### config.mk
export PLATFORM = sky130hd
export DESIGN_NAME = cbr_regbank
export DESIGN_NICKNAME = d
export VERILOG_FILES = /design/src/rtl/cbr_pkg.sv /design/src/rtl/cbr_smb_sync.sv /design/src/rtl/cbr_regbank.sv
export SDC_FILE = /design/constraint.sdc
export NUM_CORES = 1
export LEC_CHECK = 0
export BUFFER_PORTS_ARGS = -buffer_cell sky130_fd_sc_hd__buf_4
export CELL_PAD_IN_SITES_DETAIL_PLACEMENT = 0
export CELL_PAD_IN_SITES_GLOBAL_PLACEMENT = 2
export CORE_UTILIZATION = 38
export CTS_CLUSTER_DIAMETER = 150
export DETAILED_ROUTE_END_ITERATION = 8
export PLACE_DENSITY = 0.84
export SLEW_MARGIN = 10
export SYNTH_ARGS = -nofsm -noshare
export SYNTH_HDL_FRONTEND = slang
export SYNTH_HIERARCHICAL = 1
export SYNTH_SLANG_ARGS = --single-unit
### constraint.sdc
create_clock -name clk -period 5.8 [get_ports clk]
set_clock_uncertainty 0.2 [all_clocks]
set_input_delay 0.58 -clock clk [delete_from_list [all_inputs] [get_ports clk]]
set_output_delay 0.58 -clock clk [all_outputs]
set_load 0.03 [all_outputs]
### src/rtl/cbr_pkg.sv
// constants, field layout and types of the charger bus register bank
// assumes a 40 MHz system clock; used by the register bank and the bench by scoped name
package cbr_pkg;

    // command codes of the registers
    localparam logic [7:0] CMD_CHARGE_RATE = 8'h14;
    localparam logic [7:0] CMD_TOP_VOLT    = 8'h15;
    localparam logic [7:0] CMD_CTRL        = 8'h3D;
    localparam logic [7:0] CMD_INPUT_LIMIT = 8'h3F;

    // power-on values
    localparam logic [15:0] CHARGE_RATE_RST = 16'h0000;
    localparam logic [15:0] TOP_VOLT_RST    = 16'h0000;
    localparam logic [15:0] INPUT_LIMIT_RST = 16'h0000;
    localparam logic [5:0]  CTRL_RST        = 6'h00;

    // dac field of the current words
    localparam int          DAC_LSB    = 7;
    localparam int          DAC_MSB    = 12;
    localparam int          UNUSED_LSB = 13;
    localparam logic [5:0]  DAC_FULL   = 6'h3F;

    // control bits
    localparam int CTRL_100K_BIT    = 0;
    localparam int CTRL_50K_BIT     = 1;
    localparam int CTRL_ISO_BIT     = 2;
    localparam int CTRL_LOWP_BIT    = 4;
    localparam int CTRL_ACOK_BIT    = 6;
    localparam int CTRL_TRICKLE_BIT = 7;
    localparam int CTRL_RW_BITS     = 6;

    // bus framing
    localparam logic [3:0] BYTE_BITS  = 4'h8;
    localparam logic [6:0] SLAVE_ADDR = 7'h09;

    // charge watchdog
    localparam longint unsigned WDOG_TIME_S = 175;
    localparam longint unsigned CLK_FREQ_HZ = 40000000;
    localparam logic [35:0]     WDOG_CYCLES = 36'(WDOG_TIME_S * CLK_FREQ_HZ);

    typedef enum logic [1:0] {
        FREQ_NORMAL = 2'b00,
        FREQ_100K   = 2'b01,
        FREQ_50K    = 2'b11
    } cbr_freq_e;

    typedef enum logic [3:0] {
        ST_IDLE = 4'b0000,
        ST_ADDR = 4'b0001,
        ST_CMD  = 4'b0010,
        ST_WLO  = 4'b0011,
        ST_WHI  = 4'b0100,
        ST_ACK  = 4'b0101,
        ST_RD   = 4'b0110,
        ST_MACK = 4'b0111,
        ST_RDGO = 4'b1000,
        ST_DONE = 4'b1001
    } cbr_state_e;

endpackage

### src/rtl/cbr_smb_sync.sv
// pin synchronisers plus clock edge and start/stop detection
// assumes pins are asynchronous to clk and the bus clock is far slower
`timescale 1ns/10ps
module cbr_smb_sync (
    // clock and reset
    input  wire logic clk,
    input  wire logic rst,
    // raw pins
    input  wire logic scl_in,
    input  wire logic sda_in,
    input  wire logic adapter_present,
    input  wire logic trickle_active,
    // synchronised levels
    output logic      scl_s,
    output logic      sda_s,
    output logic      adapter_s,
    output logic      trickle_s,
    // events
    output logic      scl_rise,
    output logic      scl_fall,
    output logic      start_det,
    output logic      stop_det
);
    logic [3:0] raw;
    logic [3:0] meta_reg;
    logic [3:0] sync_reg;
    logic       scl_prev_reg;
    logic       sda_prev_reg;

    assign raw = {trickle_active, adapter_present, sda_in, scl_in};

    // two flops per pin
    genvar i;
    generate
        for (i = 0; i < 4; i++) begin : g_sync
            always_ff @(posedge clk or posedge rst) begin
                if (rst) begin
                    meta_reg[i] <= (i < 2) ? 1'b1 : 1'b0;
                    sync_reg[i] <= (i < 2) ? 1'b1 : 1'b0;
                end else begin
                    meta_reg[i] <= raw[i];
                    sync_reg[i] <= meta_reg[i];
                end
            end
        end
    endgenerate

    always_ff @(posedge clk or posedge rst) begin
        if (rst) begin
            scl_prev_reg <= 1'b1;
            sda_prev_reg <= 1'b1;
        end else begin
            scl_prev_reg <= sync_reg[0];
            sda_prev_reg <= sync_reg[1];
        end
    end

    assign scl_s     = sync_reg[0];
    assign sda_s     = sync_reg[1];
    assign adapter_s = sync_reg[2];
    assign trickle_s = sync_reg[3];
    assign scl_rise  = sync_reg[0] & ~scl_prev_reg;
    assign scl_fall  = ~sync_reg[0] & scl_prev_reg;
    assign start_det = sync_reg[0] & scl_prev_reg & sda_prev_reg & ~sync_reg[1];
    assign stop_det  = sync_reg[0] & scl_prev_reg & ~sda_prev_reg & sync_reg[1];
endmodule

### src/rtl/cbr_regbank.sv
// bus slave register bank of the regulator/charger with charge watchdog
// assumes bus pins and status pins asynchronous to clk; rst is bus supply power-up
//
// Functional notes
// - input limit word at command 0x3F, word write and read, reads back unchanged.
// - one limit count means 1mA, or 20uV across the sense pins.
// - low seven bits ignored, next six drive the limit dac, 13-15 unused.
// - dac bits weigh 128mA for bit 7 doubling to 4096mA for bit 12.
// - requests above 8.064A clamp to full scale 8.064A.
// - input limit word reloads its power-on value on bus supply power-up.
// - control register at 0x3D; bit 0 alone selects 100kHz switching.
// - control bits 1 and 0 both set select 50kHz switching.
// - control bit 2 floats the adapter switch gate, isolating the adapter.
// - control bit 4 powers down the discharge monitoring circuits.
// - control bits 6 and 7 are internal status; writes to them do nothing.
// - bit 6 shows adapter present, bit 7 shows trickle; both zero by default.
// - all control bits default to zero and return there at power-up.
// - adapter present and no voltage or current write in 175s stops charging.
// - after timeout, charging stays off until voltage or current register written.
// - system voltage regulation continues after timeout; only charging halts.
// - adapter absent turns the battery switch gate on.
// - each transfer is two bytes, low byte first then high byte.
// - voltage and current registers use smart charger command codes and formats.
// - write is address, command, low, high, each acked, then stop commits.
// - read is command write, stop, read address, ack low, nack high, stop.
// - only one register is written or read per transaction.
`timescale 1ns/10ps
module cbr_regbank #(
    parameter logic [6:0]  SLAVE_ADDR  = cbr_pkg::SLAVE_ADDR,
    parameter logic [35:0] WDOG_CYCLES = cbr_pkg::WDOG_CYCLES
) (
    // clock and reset
    input  wire logic        clk,
    input  wire logic        rst,
    // bus pins
    input  wire logic        scl_in,
    input  wire logic        sda_in,
    output logic             sda_out,
    output logic             sda_oe_n,
    // status pins
    input  wire logic        adapter_present,
    input  wire logic        trickle_active,
    // converter controls
    output logic [5:0]       input_limit_dac_field,
    output logic [5:0]       charge_rate_dac_field,
    output logic [15:0]      top_system_voltage_set,
    output logic [1:0]       freq_mode,
    output logic             adapter_gate_hiz,
    output logic             monitor_power_off,
    output logic             battery_switch_gate_on,
    output logic             charge_enable,
    output logic             regulate_enable
);
    logic        sda_s;
    logic        adapter_s;
    logic        trickle_s;
    logic        scl_rise;
    logic        scl_fall;
    logic        start_det;
    logic        stop_det;

    cbr_pkg::cbr_state_e state_reg;
    cbr_pkg::cbr_state_e ack_next_reg;
    logic [3:0]  bit_cnt_reg;
    logic [7:0]  shift_reg;
    logic [7:0]  cmd_reg;
    logic        cmd_ok_reg;
    logic        is_hi_reg;
    logic [7:0]  lo_reg;
    logic [7:0]  hi_reg;
    logic        wr_full_reg;
    logic        wr_commit_reg;
    logic        sda_oe_n_reg;

    logic [15:0] input_limit_reg;
    logic [15:0] charge_rate_reg;
    logic [15:0] top_system_voltage_reg;
    logic [5:0]  ctrl_reg;
    logic [15:0] rd_word;
    logic        rearm;

    logic [35:0] wdog_cnt_reg;
    logic        expired_reg;
    logic        expire_evt;
    logic [5:0]  limit_dac_next;
    logic [5:0]  rate_dac_next;

    cbr_smb_sync u_sync (
        .clk             (clk),
        .rst             (rst),
        .scl_in          (scl_in),
        .sda_in          (sda_in),
        .adapter_present (adapter_present),
        .trickle_active  (trickle_active),
        .scl_s           (),
        .sda_s           (sda_s),
        .adapter_s       (adapter_s),
        .trickle_s       (trickle_s),
        .scl_rise        (scl_rise),
        .scl_fall        (scl_fall),
        .start_det       (start_det),
        .stop_det        (stop_det)
    );

    // command decode and read data
    always_comb begin
        rd_word   = 16'h0000;
        case (cmd_reg)
            cbr_pkg::CMD_INPUT_LIMIT: rd_word = input_limit_reg;
            cbr_pkg::CMD_CHARGE_RATE: rd_word = charge_rate_reg;
            cbr_pkg::CMD_TOP_VOLT:    rd_word = top_system_voltage_reg;
            cbr_pkg::CMD_CTRL:        rd_word = {8'h00, trickle_s, adapter_s, ctrl_reg};
            default:                  rd_word = 16'h0000;
        endcase
    end

    function automatic logic known_cmd(input logic [7:0] c);
        known_cmd = (c == cbr_pkg::CMD_INPUT_LIMIT) || (c == cbr_pkg::CMD_CHARGE_RATE) ||
                    (c == cbr_pkg::CMD_TOP_VOLT) || (c == cbr_pkg::CMD_CTRL);
    endfunction

    // byte-level slave sequencer
    always_ff @(posedge clk or posedge rst) begin
        if (rst) begin
            state_reg    <= cbr_pkg::ST_IDLE;
            ack_next_reg <= cbr_pkg::ST_IDLE;
            bit_cnt_reg  <= 4'h0;
            shift_reg    <= 8'h00;
            cmd_reg      <= 8'h00;
            cmd_ok_reg   <= 1'b0;
            is_hi_reg    <= 1'b0;
            lo_reg       <= 8'h00;
            hi_reg       <= 8'h00;
            wr_full_reg  <= 1'b0;
            sda_oe_n_reg <= 1'b1;
        end else if (start_det) begin
            state_reg    <= cbr_pkg::ST_ADDR;
            bit_cnt_reg  <= 4'h0;
            wr_full_reg  <= 1'b0;
            sda_oe_n_reg <= 1'b1;
        end else if (stop_det) begin
            state_reg    <= cbr_pkg::ST_IDLE;
            wr_full_reg  <= 1'b0;
            sda_oe_n_reg <= 1'b1;
        end else begin
            case (state_reg)
                cbr_pkg::ST_ADDR, cbr_pkg::ST_CMD, cbr_pkg::ST_WLO, cbr_pkg::ST_WHI: begin
                    if (scl_rise) begin
                        shift_reg   <= {shift_reg[6:0], sda_s};
                        bit_cnt_reg <= bit_cnt_reg + 4'h1;
                    end else if (scl_fall && bit_cnt_reg == cbr_pkg::BYTE_BITS) begin
                        bit_cnt_reg <= 4'h0;
                        state_reg   <= cbr_pkg::ST_ACK;
                        case (state_reg)
                            cbr_pkg::ST_ADDR: begin
                                is_hi_reg <= 1'b0;
                                if (shift_reg[7:1] == SLAVE_ADDR &&
                                    (!shift_reg[0] || cmd_ok_reg)) begin
                                    sda_oe_n_reg <= 1'b0;
                                    ack_next_reg <= shift_reg[0] ? cbr_pkg::ST_RD
                                                                 : cbr_pkg::ST_CMD;
                                end else begin
                                    state_reg <= cbr_pkg::ST_IDLE;
                                end
                            end
                            cbr_pkg::ST_CMD: begin
                                cmd_reg    <= shift_reg;
                                cmd_ok_reg <= known_cmd(shift_reg);
                                if (known_cmd(shift_reg)) begin
                                    sda_oe_n_reg <= 1'b0;
                                    ack_next_reg <= cbr_pkg::ST_WLO;
                                end else begin
                                    state_reg <= cbr_pkg::ST_DONE;
                                end
                            end
                            cbr_pkg::ST_WLO: begin
                                lo_reg       <= shift_reg;
                                sda_oe_n_reg <= 1'b0;
                                ack_next_reg <= cbr_pkg::ST_WHI;
                            end
                            default: begin
                                hi_reg       <= shift_reg;
                                wr_full_reg  <= 1'b1;
                                sda_oe_n_reg <= 1'b0;
                                ack_next_reg <= cbr_pkg::ST_DONE;
                            end
                        endcase
                    end
                end
                cbr_pkg::ST_ACK: begin
                    if (scl_fall) begin
                        state_reg <= ack_next_reg;
                        if (ack_next_reg == cbr_pkg::ST_RD) begin
                            sda_oe_n_reg <= rd_word[7];
                            shift_reg    <= {rd_word[6:0], 1'b0};
                            bit_cnt_reg  <= 4'h1;
                        end else begin
                            sda_oe_n_reg <= 1'b1;
                        end
                    end
                end
                cbr_pkg::ST_RD: begin
                    if (scl_fall) begin
                        if (bit_cnt_reg == cbr_pkg::BYTE_BITS) begin
                            sda_oe_n_reg <= 1'b1;
                            bit_cnt_reg  <= 4'h0;
                            state_reg    <= cbr_pkg::ST_MACK;
                        end else begin
                            sda_oe_n_reg <= shift_reg[7];
                            shift_reg    <= {shift_reg[6:0], 1'b0};
                            bit_cnt_reg  <= bit_cnt_reg + 4'h1;
                        end
                    end
                end
                cbr_pkg::ST_MACK: begin
                    if (scl_rise) begin
                        if (!sda_s && !is_hi_reg) begin
                            is_hi_reg <= 1'b1;
                            state_reg <= cbr_pkg::ST_RDGO;
                        end else begin
                            state_reg <= cbr_pkg::ST_DONE;
                        end
                    end
                end
                cbr_pkg::ST_RDGO: begin
                    if (scl_fall) begin
                        sda_oe_n_reg <= rd_word[15];
                        shift_reg    <= {rd_word[14:8], 1'b0};
                        bit_cnt_reg  <= 4'h1;
                        state_reg    <= cbr_pkg::ST_RD;
                    end
                end
                default: sda_oe_n_reg <= 1'b1;
            endcase
        end
    end

    // a full word is committed only on the stop
    always_ff @(posedge clk or posedge rst) begin
        if (rst) begin
            wr_commit_reg <= 1'b0;
        end else begin
            wr_commit_reg <= stop_det & wr_full_reg;
        end
    end

    assign rearm = wr_commit_reg &&
                   (cmd_reg == cbr_pkg::CMD_TOP_VOLT || cmd_reg == cbr_pkg::CMD_CHARGE_RATE);

    // register storage
    always_ff @(posedge clk or posedge rst) begin
        if (rst) begin
            input_limit_reg        <= cbr_pkg::INPUT_LIMIT_RST;
            charge_rate_reg        <= cbr_pkg::CHARGE_RATE_RST;
            top_system_voltage_reg <= cbr_pkg::TOP_VOLT_RST;
            ctrl_reg               <= cbr_pkg::CTRL_RST;
        end else if (wr_commit_reg) begin
            case (cmd_reg)
                cbr_pkg::CMD_INPUT_LIMIT: input_limit_reg <= {hi_reg, lo_reg};
                cbr_pkg::CMD_CHARGE_RATE: charge_rate_reg <= {hi_reg, lo_reg};
                cbr_pkg::CMD_TOP_VOLT:    top_system_voltage_reg <= {hi_reg, lo_reg};
                cbr_pkg::CMD_CTRL:        ctrl_reg <= lo_reg[cbr_pkg::CTRL_RW_BITS-1:0];
                default:                  ctrl_reg <= ctrl_reg;
            endcase
        end
    end

    // charge watchdog, only while the adapter is present; parks one past expiry so it fires once
    assign expire_evt = adapter_s && (wdog_cnt_reg == WDOG_CYCLES - 36'h1);

    always_ff @(posedge clk or posedge rst) begin
        if (rst) begin
            wdog_cnt_reg <= 36'h0;
        end else if (!adapter_s || rearm) begin
            wdog_cnt_reg <= 36'h0;
        end else if (wdog_cnt_reg != WDOG_CYCLES) begin
            wdog_cnt_reg <= wdog_cnt_reg + 36'h1;
        end
    end

    always_ff @(posedge clk or posedge rst) begin
        if (rst) begin
            expired_reg <= 1'b0;
        end else if (expire_evt) begin
            expired_reg <= 1'b1;
        end else if (rearm) begin
            expired_reg <= 1'b0;
        end
    end

    // dac fields with clamp above full scale
    assign limit_dac_next = (|input_limit_reg[15:cbr_pkg::UNUSED_LSB]) ? cbr_pkg::DAC_FULL
                          : input_limit_reg[cbr_pkg::DAC_MSB:cbr_pkg::DAC_LSB];
    assign rate_dac_next  = (|charge_rate_reg[15:cbr_pkg::UNUSED_LSB]) ? cbr_pkg::DAC_FULL
                          : charge_rate_reg[cbr_pkg::DAC_MSB:cbr_pkg::DAC_LSB];

    // registered outputs
    always_ff @(posedge clk or posedge rst) begin
        if (rst) begin
            input_limit_dac_field  <= 6'h00;
            charge_rate_dac_field  <= 6'h00;
            top_system_voltage_set <= 16'h0000;
            freq_mode              <= cbr_pkg::FREQ_NORMAL;
            adapter_gate_hiz       <= 1'b0;
            monitor_power_off      <= 1'b0;
            battery_switch_gate_on <= 1'b0;
            charge_enable          <= 1'b0;
            regulate_enable        <= 1'b0;
            sda_out                <= 1'b0;
            sda_oe_n               <= 1'b1;
        end else begin
            input_limit_dac_field  <= limit_dac_next;
            charge_rate_dac_field  <= rate_dac_next;
            top_system_voltage_set <= top_system_voltage_reg;
            if (ctrl_reg[cbr_pkg::CTRL_100K_BIT] && ctrl_reg[cbr_pkg::CTRL_50K_BIT]) begin
                freq_mode <= cbr_pkg::FREQ_50K;
            end else if (ctrl_reg[cbr_pkg::CTRL_100K_BIT]) begin
                freq_mode <= cbr_pkg::FREQ_100K;
            end else begin
                freq_mode <= cbr_pkg::FREQ_NORMAL;
            end
            adapter_gate_hiz       <= ctrl_reg[cbr_pkg::CTRL_ISO_BIT];
            monitor_power_off      <= ctrl_reg[cbr_pkg::CTRL_LOWP_BIT];
            charge_enable          <= adapter_s && !expired_reg && (rate_dac_next != 6'h00);
            battery_switch_gate_on <= !adapter_s ||
                                      (!expired_reg && (rate_dac_next != 6'h00));
            regulate_enable        <= 1'b1;
            sda_out                <= 1'b0;
            sda_oe_n               <= sda_oe_n_reg;
        end
    end
endmodule

# --- Yosys cells after proc, flatten, opt, wreduce, memory -nomap -nowiden ---
# Index checks and enable logic that the tools add are counted.
totals:
  register_bits: 186
  latch_bits: 0
  mem_bits_rw: 0
  mem_bits_ro: 0
  in_bits: 6
  out_inout_bits: 37
  elab_cells: 225
  memories: 0
classes:
  n_addsub: 2
  mul: 0
  div: 0
  magnitude_cmp: 0
  n_eq_ne: 52
  n_shift: 0
  mux: 69
  bitwise: 16
  reduce_logical: 48
op_table:
  columns: ["operator", "n"]
  rows:
  - ["2-to-1 mux 4 bit", 21]
  - ["2-to-1 mux 36 bit", 2]
  - ["case mux 16 bit (4 select lines)", 1]
  - ["2-to-1 mux 8 bit", 6]
  - ["adder 36 x 1 -> 36 bit (second input constant)", 1]
  - ["equality test 36 x 33 -> 1 bit (second input constant)", 1]
  - ["inequality test 36 x 33 -> 1 bit (second input constant)", 1]
  - ["equality test 8 x 5 -> 1 bit (second input constant)", 4]
  - ["equality test 8 x 6 -> 1 bit (second input constant)", 4]
  - ["inequality test 4 bit (second input constant)", 8]
  - ["case mux 8 bit (4 select lines)", 1]
  - ["inequality test 2 bit (second input constant)", 14]
  - ["2-to-1 mux 1 bit", 26]
  - ["AND reduction 8 bit", 3]
  - ["equality test 4 x 3 -> 1 bit (second input constant)", 5]
  - ["case mux 4 bit (5 select lines)", 1]
  - ["AND reduction 6 bit", 3]
  - ["case mux 4 bit (4 select lines)", 1]
  - ["inequality test 3 bit (second input constant)", 5]
  - ["AND reduction 7 bit", 2]
  - ["2-to-1 mux 6 bit", 2]
  - ["case mux 4 bit (3 select lines)", 1]
  - ["inequality test 5 bit (second input constant)", 2]
  - ["logical AND 1 bit", 9]
  - ["26 further kinds", 63]

# --- Longest topological paths before layout ---
depth:
  word_depth: 11
  depth_mapped: 9
  ltp_nobuf: 8

# --- Modules after synthesis ---
# Netlist, hierarchy kept.
by_module_without_submodules:
  columns: ["mod", "n_inst", "cells_each", "area_per_inst_um2", "seq_area_each_um2"]
  rows:
  - ["cbr_regbank", 1, 666, 7941.4, 4406.7]
  - ["cbr_smb_sync", 1, 15, 294.0, 257.7]

# --- Worst setup path before layout ---
# No wires, ideal clock.
synth_path:
  path_type: "register to register"
  startpoint: "register u_sync.sync_reg[1], in the netlist u_sync/sda_s"
  endpoint: "register hi_reg[0]"
  setup_time_ps: 125
  arrival_ps: 2000
  required_ps: 5475
  path_slack_ps: 3475
  path_stages_with_launch: 7
  n_path_buf: 1
  synth_period_minus_slack_ps: 2325
  path_cell_list: "dfstp_2 > and4b_1 > nor2_1 > and3_1 > clkbuf_1 > nand4b_1 > mux2_2"
synth_between:
  elab_chain_cells: 4
  elab_cells_between_ends: 6
  classes_between: "5 x bitwise; 1 x reduce/logical"
synth_lines:
  columns: ["element", "line_no", "source"]
  rows:
  - ["from (decl)", "cbr_smb_sync.sv:26", "logic [3:0] sync_reg;"]
  - ["from (signal, indexed assignment)", "cbr_smb_sync.sv:39", "sync_reg[i] <= (i < 2) ? 1'b1 : 1'b0;"]
  - ["from (signal, indexed assignment)", "cbr_smb_sync.sv:42", "sync_reg[i] <= meta_reg[i];"]
  - ["NOT 1 bit", "cbr_smb_sync.sv:64", "assign start_det = sync_reg[0] & scl_prev_reg & sda_prev_reg & ~sync_reg[1];"]
  - ["bitwise AND 1 bit", "cbr_smb_sync.sv:64", null]
  - ["named net start_det", "cbr_regbank.sv:59", "logic start_det;"]
  - ["NOT 1 bit (no line)", null, null]
  - ["AND reduction 6 bit (no line)", null, null]
  - ["to (signal assigned)", "cbr_regbank.sv:182", "hi_reg <= shift_reg;"]
  - ["to (decl)", "cbr_regbank.sv:70", "logic [7:0] hi_reg;"]
# The timed path passes the listed nets, and every way through them passes these cells.
# A chain may end at the register's enable or synchronous reset.

# --- Worst setup path in the final report ---
layout_path:
  startpoint: "register cmd_reg[0]"
  endpoint: "register input_limit_reg[5]"
layout_between:
  elab_chain_cells: 2
layout_lines:
  columns: ["element", "line_no", "source"]
  rows:
  - ["from (decl)", "cbr_regbank.sv:66", "logic [7:0] cmd_reg;"]
  - ["from (signal assigned)", "cbr_regbank.sv:167", "cmd_reg <= shift_reg;"]
  - ["equality test 8 x 6 -> 1 bit", "cbr_regbank.sv:258", "case (cmd_reg)"]
  - ["AND reduction 2 bit (no line)", null, null]
  - ["to (signal assigned)", "cbr_regbank.sv:253", "input_limit_reg <= cbr_pkg::INPUT_LIMIT_RST;"]
  - ["to (signal assigned)", "cbr_regbank.sv:259", "cbr_pkg::CMD_INPUT_LIMIT: input_limit_reg <= {hi_reg, lo_reg};"]
  - ["to (decl)", "cbr_regbank.sv:75", "logic [15:0] input_limit_reg;"]
# No other way between the ends.

==> out/results.tsv <==
metric	value	unit
synthSimpleGateAreaFrac	0.141	
clock-sinks	186	
grt_max_degree	116	
h-tree-depth	4	
antenna_left	0	
gp_congestion	0.871	
n_fill_cell	1948	
io_pins	43	
placed_cells	972	
synthArstFlopShare	1.00	
synthFlopType	dfrtp_1	
synth_fa_ha_area_frac	0.00608	
power_density	320	mW/mm^2
fin_util	0.443	
netlist-cell-type-count	66	
cp_common_cell	nand3_1	
start_util	0.389	
largest_reg_flops	36	
cp.required	5.90	ns
finalPower	3.00	mW
period_minus_slack	3.08	ns
syn_area	0.00824	mm^2
p_leak	4.34	nW
post-cts-setup-buffers	0	
hold_viol	0	
grt_pass1_wl	28800	um
synth.most_common_cell	dfrtp_1	
num-nets-final	727	
antenna_found_initial	0	
drt_iter0_markers	319	
p_clk_frac	0.381	
postCtsResizedCells	0	
ys_warn_count	6	
synth_edf_count	0	
grt.total_usage	0.167	
arrival	3.18	ns
synth.top_cells.by_area	dfrtp_1 54%, mux2_2 12%, mux2i_1 3.3%	
end_kind	flop	
p_comb_frac	0.137	
synth_top_cell_area_share	0.541	
path_class	flop to flop	
status	complete, no violations	
fp.dieW	149	um
p_int	2.15	mW
p_sw_frac	0.285	
rsz0062_at_grt	false	
tns	0	ns
cp_slowest_stage_delay	1.10	ns
core_area	0.0212	mm^2
synth_top_family_by_area	multiplexers	
max-cap-violations	0	
num_vias	5381	
wl_per_cell	17.6	um
synth_compound_area_frac	0.0627	
area_delta_synth_final	13.9	%
drcViolationCount	0	
clk_latency	0.43	ns
cts_max_path_buffers	2	
drv_slew	0	
fmax	325	MHz
fp.dieArea	0.0223	mm^2
die_h	149	um
crit_fanout	22	
grt-ovfl-total	0	
synth-xor-area-share	0.0372	
routed_wl	17600	um
yosys-mux-area-fraction	0.163	
p_sw	854	uW
post-route-period-util	0.531	
cts_buffers	17	
n_antenna_cell	0	
drive_gt1_frac	0.258	
synth_nets	691	
relSlewSlack	0.236	
yosysSeqAreaShare	0.566	
power.share.sequential	0.481	
fin_cells	1004	
vdd_drop_max	0.220	mV
ys_top_cells_by_count	178 x dfrtp_1, 85 x mux2_2, 68 x nor2_1	
first_pass_iters	4	
synth_top_area_cell	dfrtp_1	
grt_pass1_vias	5367	
synth_seq_cells	186	
io_buffers	41	
root_buffer	clkbuf_16	
hold_class	primary input to flop	
critPathLaunchType	flop	
vias_per_cell	5.36	
path_clk_slew	0.07	ns
synthCells	681	
dp_hpwl	12000	um
setup_violations	0	
rows	53	
cts_tree	yes	
worst_pin_slew	1.15	ns
path_cells	nand3_1, nor2_1, nand3_1, mux2_2	
slowest_stage	dfrtp_1	
syn_area_per_cell	12.1	um^2
==> final cells by class <==
cell class | instances | area [um^2] | share of cell area
Sequential cell | 186 | 4660 | 0.497
Inverter | 16 | 65.1 | 0.00694
Timing Repair Buffer | 44 | 333 | 0.0355
Tap cell | 275 | 344 | 0.0367
Clock inverter | 12 | 133 | 0.0141
Multi-Input combinational cell | 452 | 3390 | 0.361
Clock buffer | 19 | 453 | 0.0483
==> power by group through the flow <==
| stage | sequential [mW] | combinational (mW) | clock [mW] |
|---|---|---|---|
| 2_1_floorplan | 1.41 | 0.354 | 0 |
| 3_3_place_gp | 1.47 | 0.406 | 0 |
| 3_5_place_dp | 1.47 | 0.410 | 0 |
| 4_1_cts | 1.44 | 0.413 | 1.18 |
| 5_1_grt | 1.45 | 0.456 | 1.23 |
| 6_report | 1.44 | 0.413 | 1.14 |
==> layer usage <==
| metal | global-route usage | routed length (um) |
|---|---|---|
| met1 | 0.230 | 8320 |
| met3 | 0.0355 | 670 |
| met2 | 0.261 | 8260 |
| met5 | 0 | 0 |
| met4 | 0.0592 | 380 |
==> cell families after synthesis <==
| group | count (synthesis) |
|---|---|
| adders and majority gates | 4 |
| xor gates and xnor gates | 35 |
| buffers and inverters | 43 |
| AOI/OAI and AO/OA | 79 |
| muxes | 120 |
| other | 2 |
| and+or+nand+nor | 212 |
| DFF | 186 |
==> worst paths after layout <==
path / from / end / slack [ns] / cells after the start
min in group asynchronous: rst / u_sync/meta_reg[3] / 0.51 / 3
min: scl_in / u_sync/meta_reg[0] / 0.05 / 1
max: cmd_reg[0] / input_limit_reg[5] / 2.72 / 4
max reg2reg: cmd_reg[0] / input_limit_reg[5] / 2.72 / 4
min reg2reg: u_sync/meta_reg[0] / u_sync/scl_s / 0.16 / 0
max in group asynchronous: rst / input_limit_reg[8] / 3.26 / 4
==> per-stage QoR <==
step	instance area (um^2)	hold WS, ns	worst slack, ns
2_1_floorplan	8240	0.131	0.250
3_3_place_gp	8780	0.134	2.87
3_5_place_dp	8780	0.142	2.74
4_1_cts	9380	0.0351	2.73
5_1_grt	9380	0.0312	2.59
6_report	9380	0.0509	2.72
==> worst max-delay path: cells and delay by family (launching register included) <==
kind             cells  cell delay, ns
flip-flops           1            1.10
multiplexers         1            0.56
AND/OR/NAND/NOR      3            1.09
==> layout by cell type, fill, tap and decap left out, drive strengths merged, types with 4 or more instances in the layout <==
cell      n
dfrtp   178
mux2     93
nor2     68
buf      43
nand2    28
mux2i    27
inv      22
nand3    21
xor2     21
clkbuf   19
a21oi    16
o21ai    15
nand2b   15
xnor2    14
nand4    13
nor3     12
o22ai    11
a22oi     8
dfstp     8
and2      7
nor2b     5
nand3b    5
nor4b     5
o31ai     5
nor4      5
and3      4
or3       4
and4      4
ha        4
==> what timing repair did <==
item	in CTS	in global routing
setup endpoints to repair	0	0
endpoints found under the hold margin	4	0
hold buffers	1	0
No activity file was read; power rests on OpenSTA's default activity.
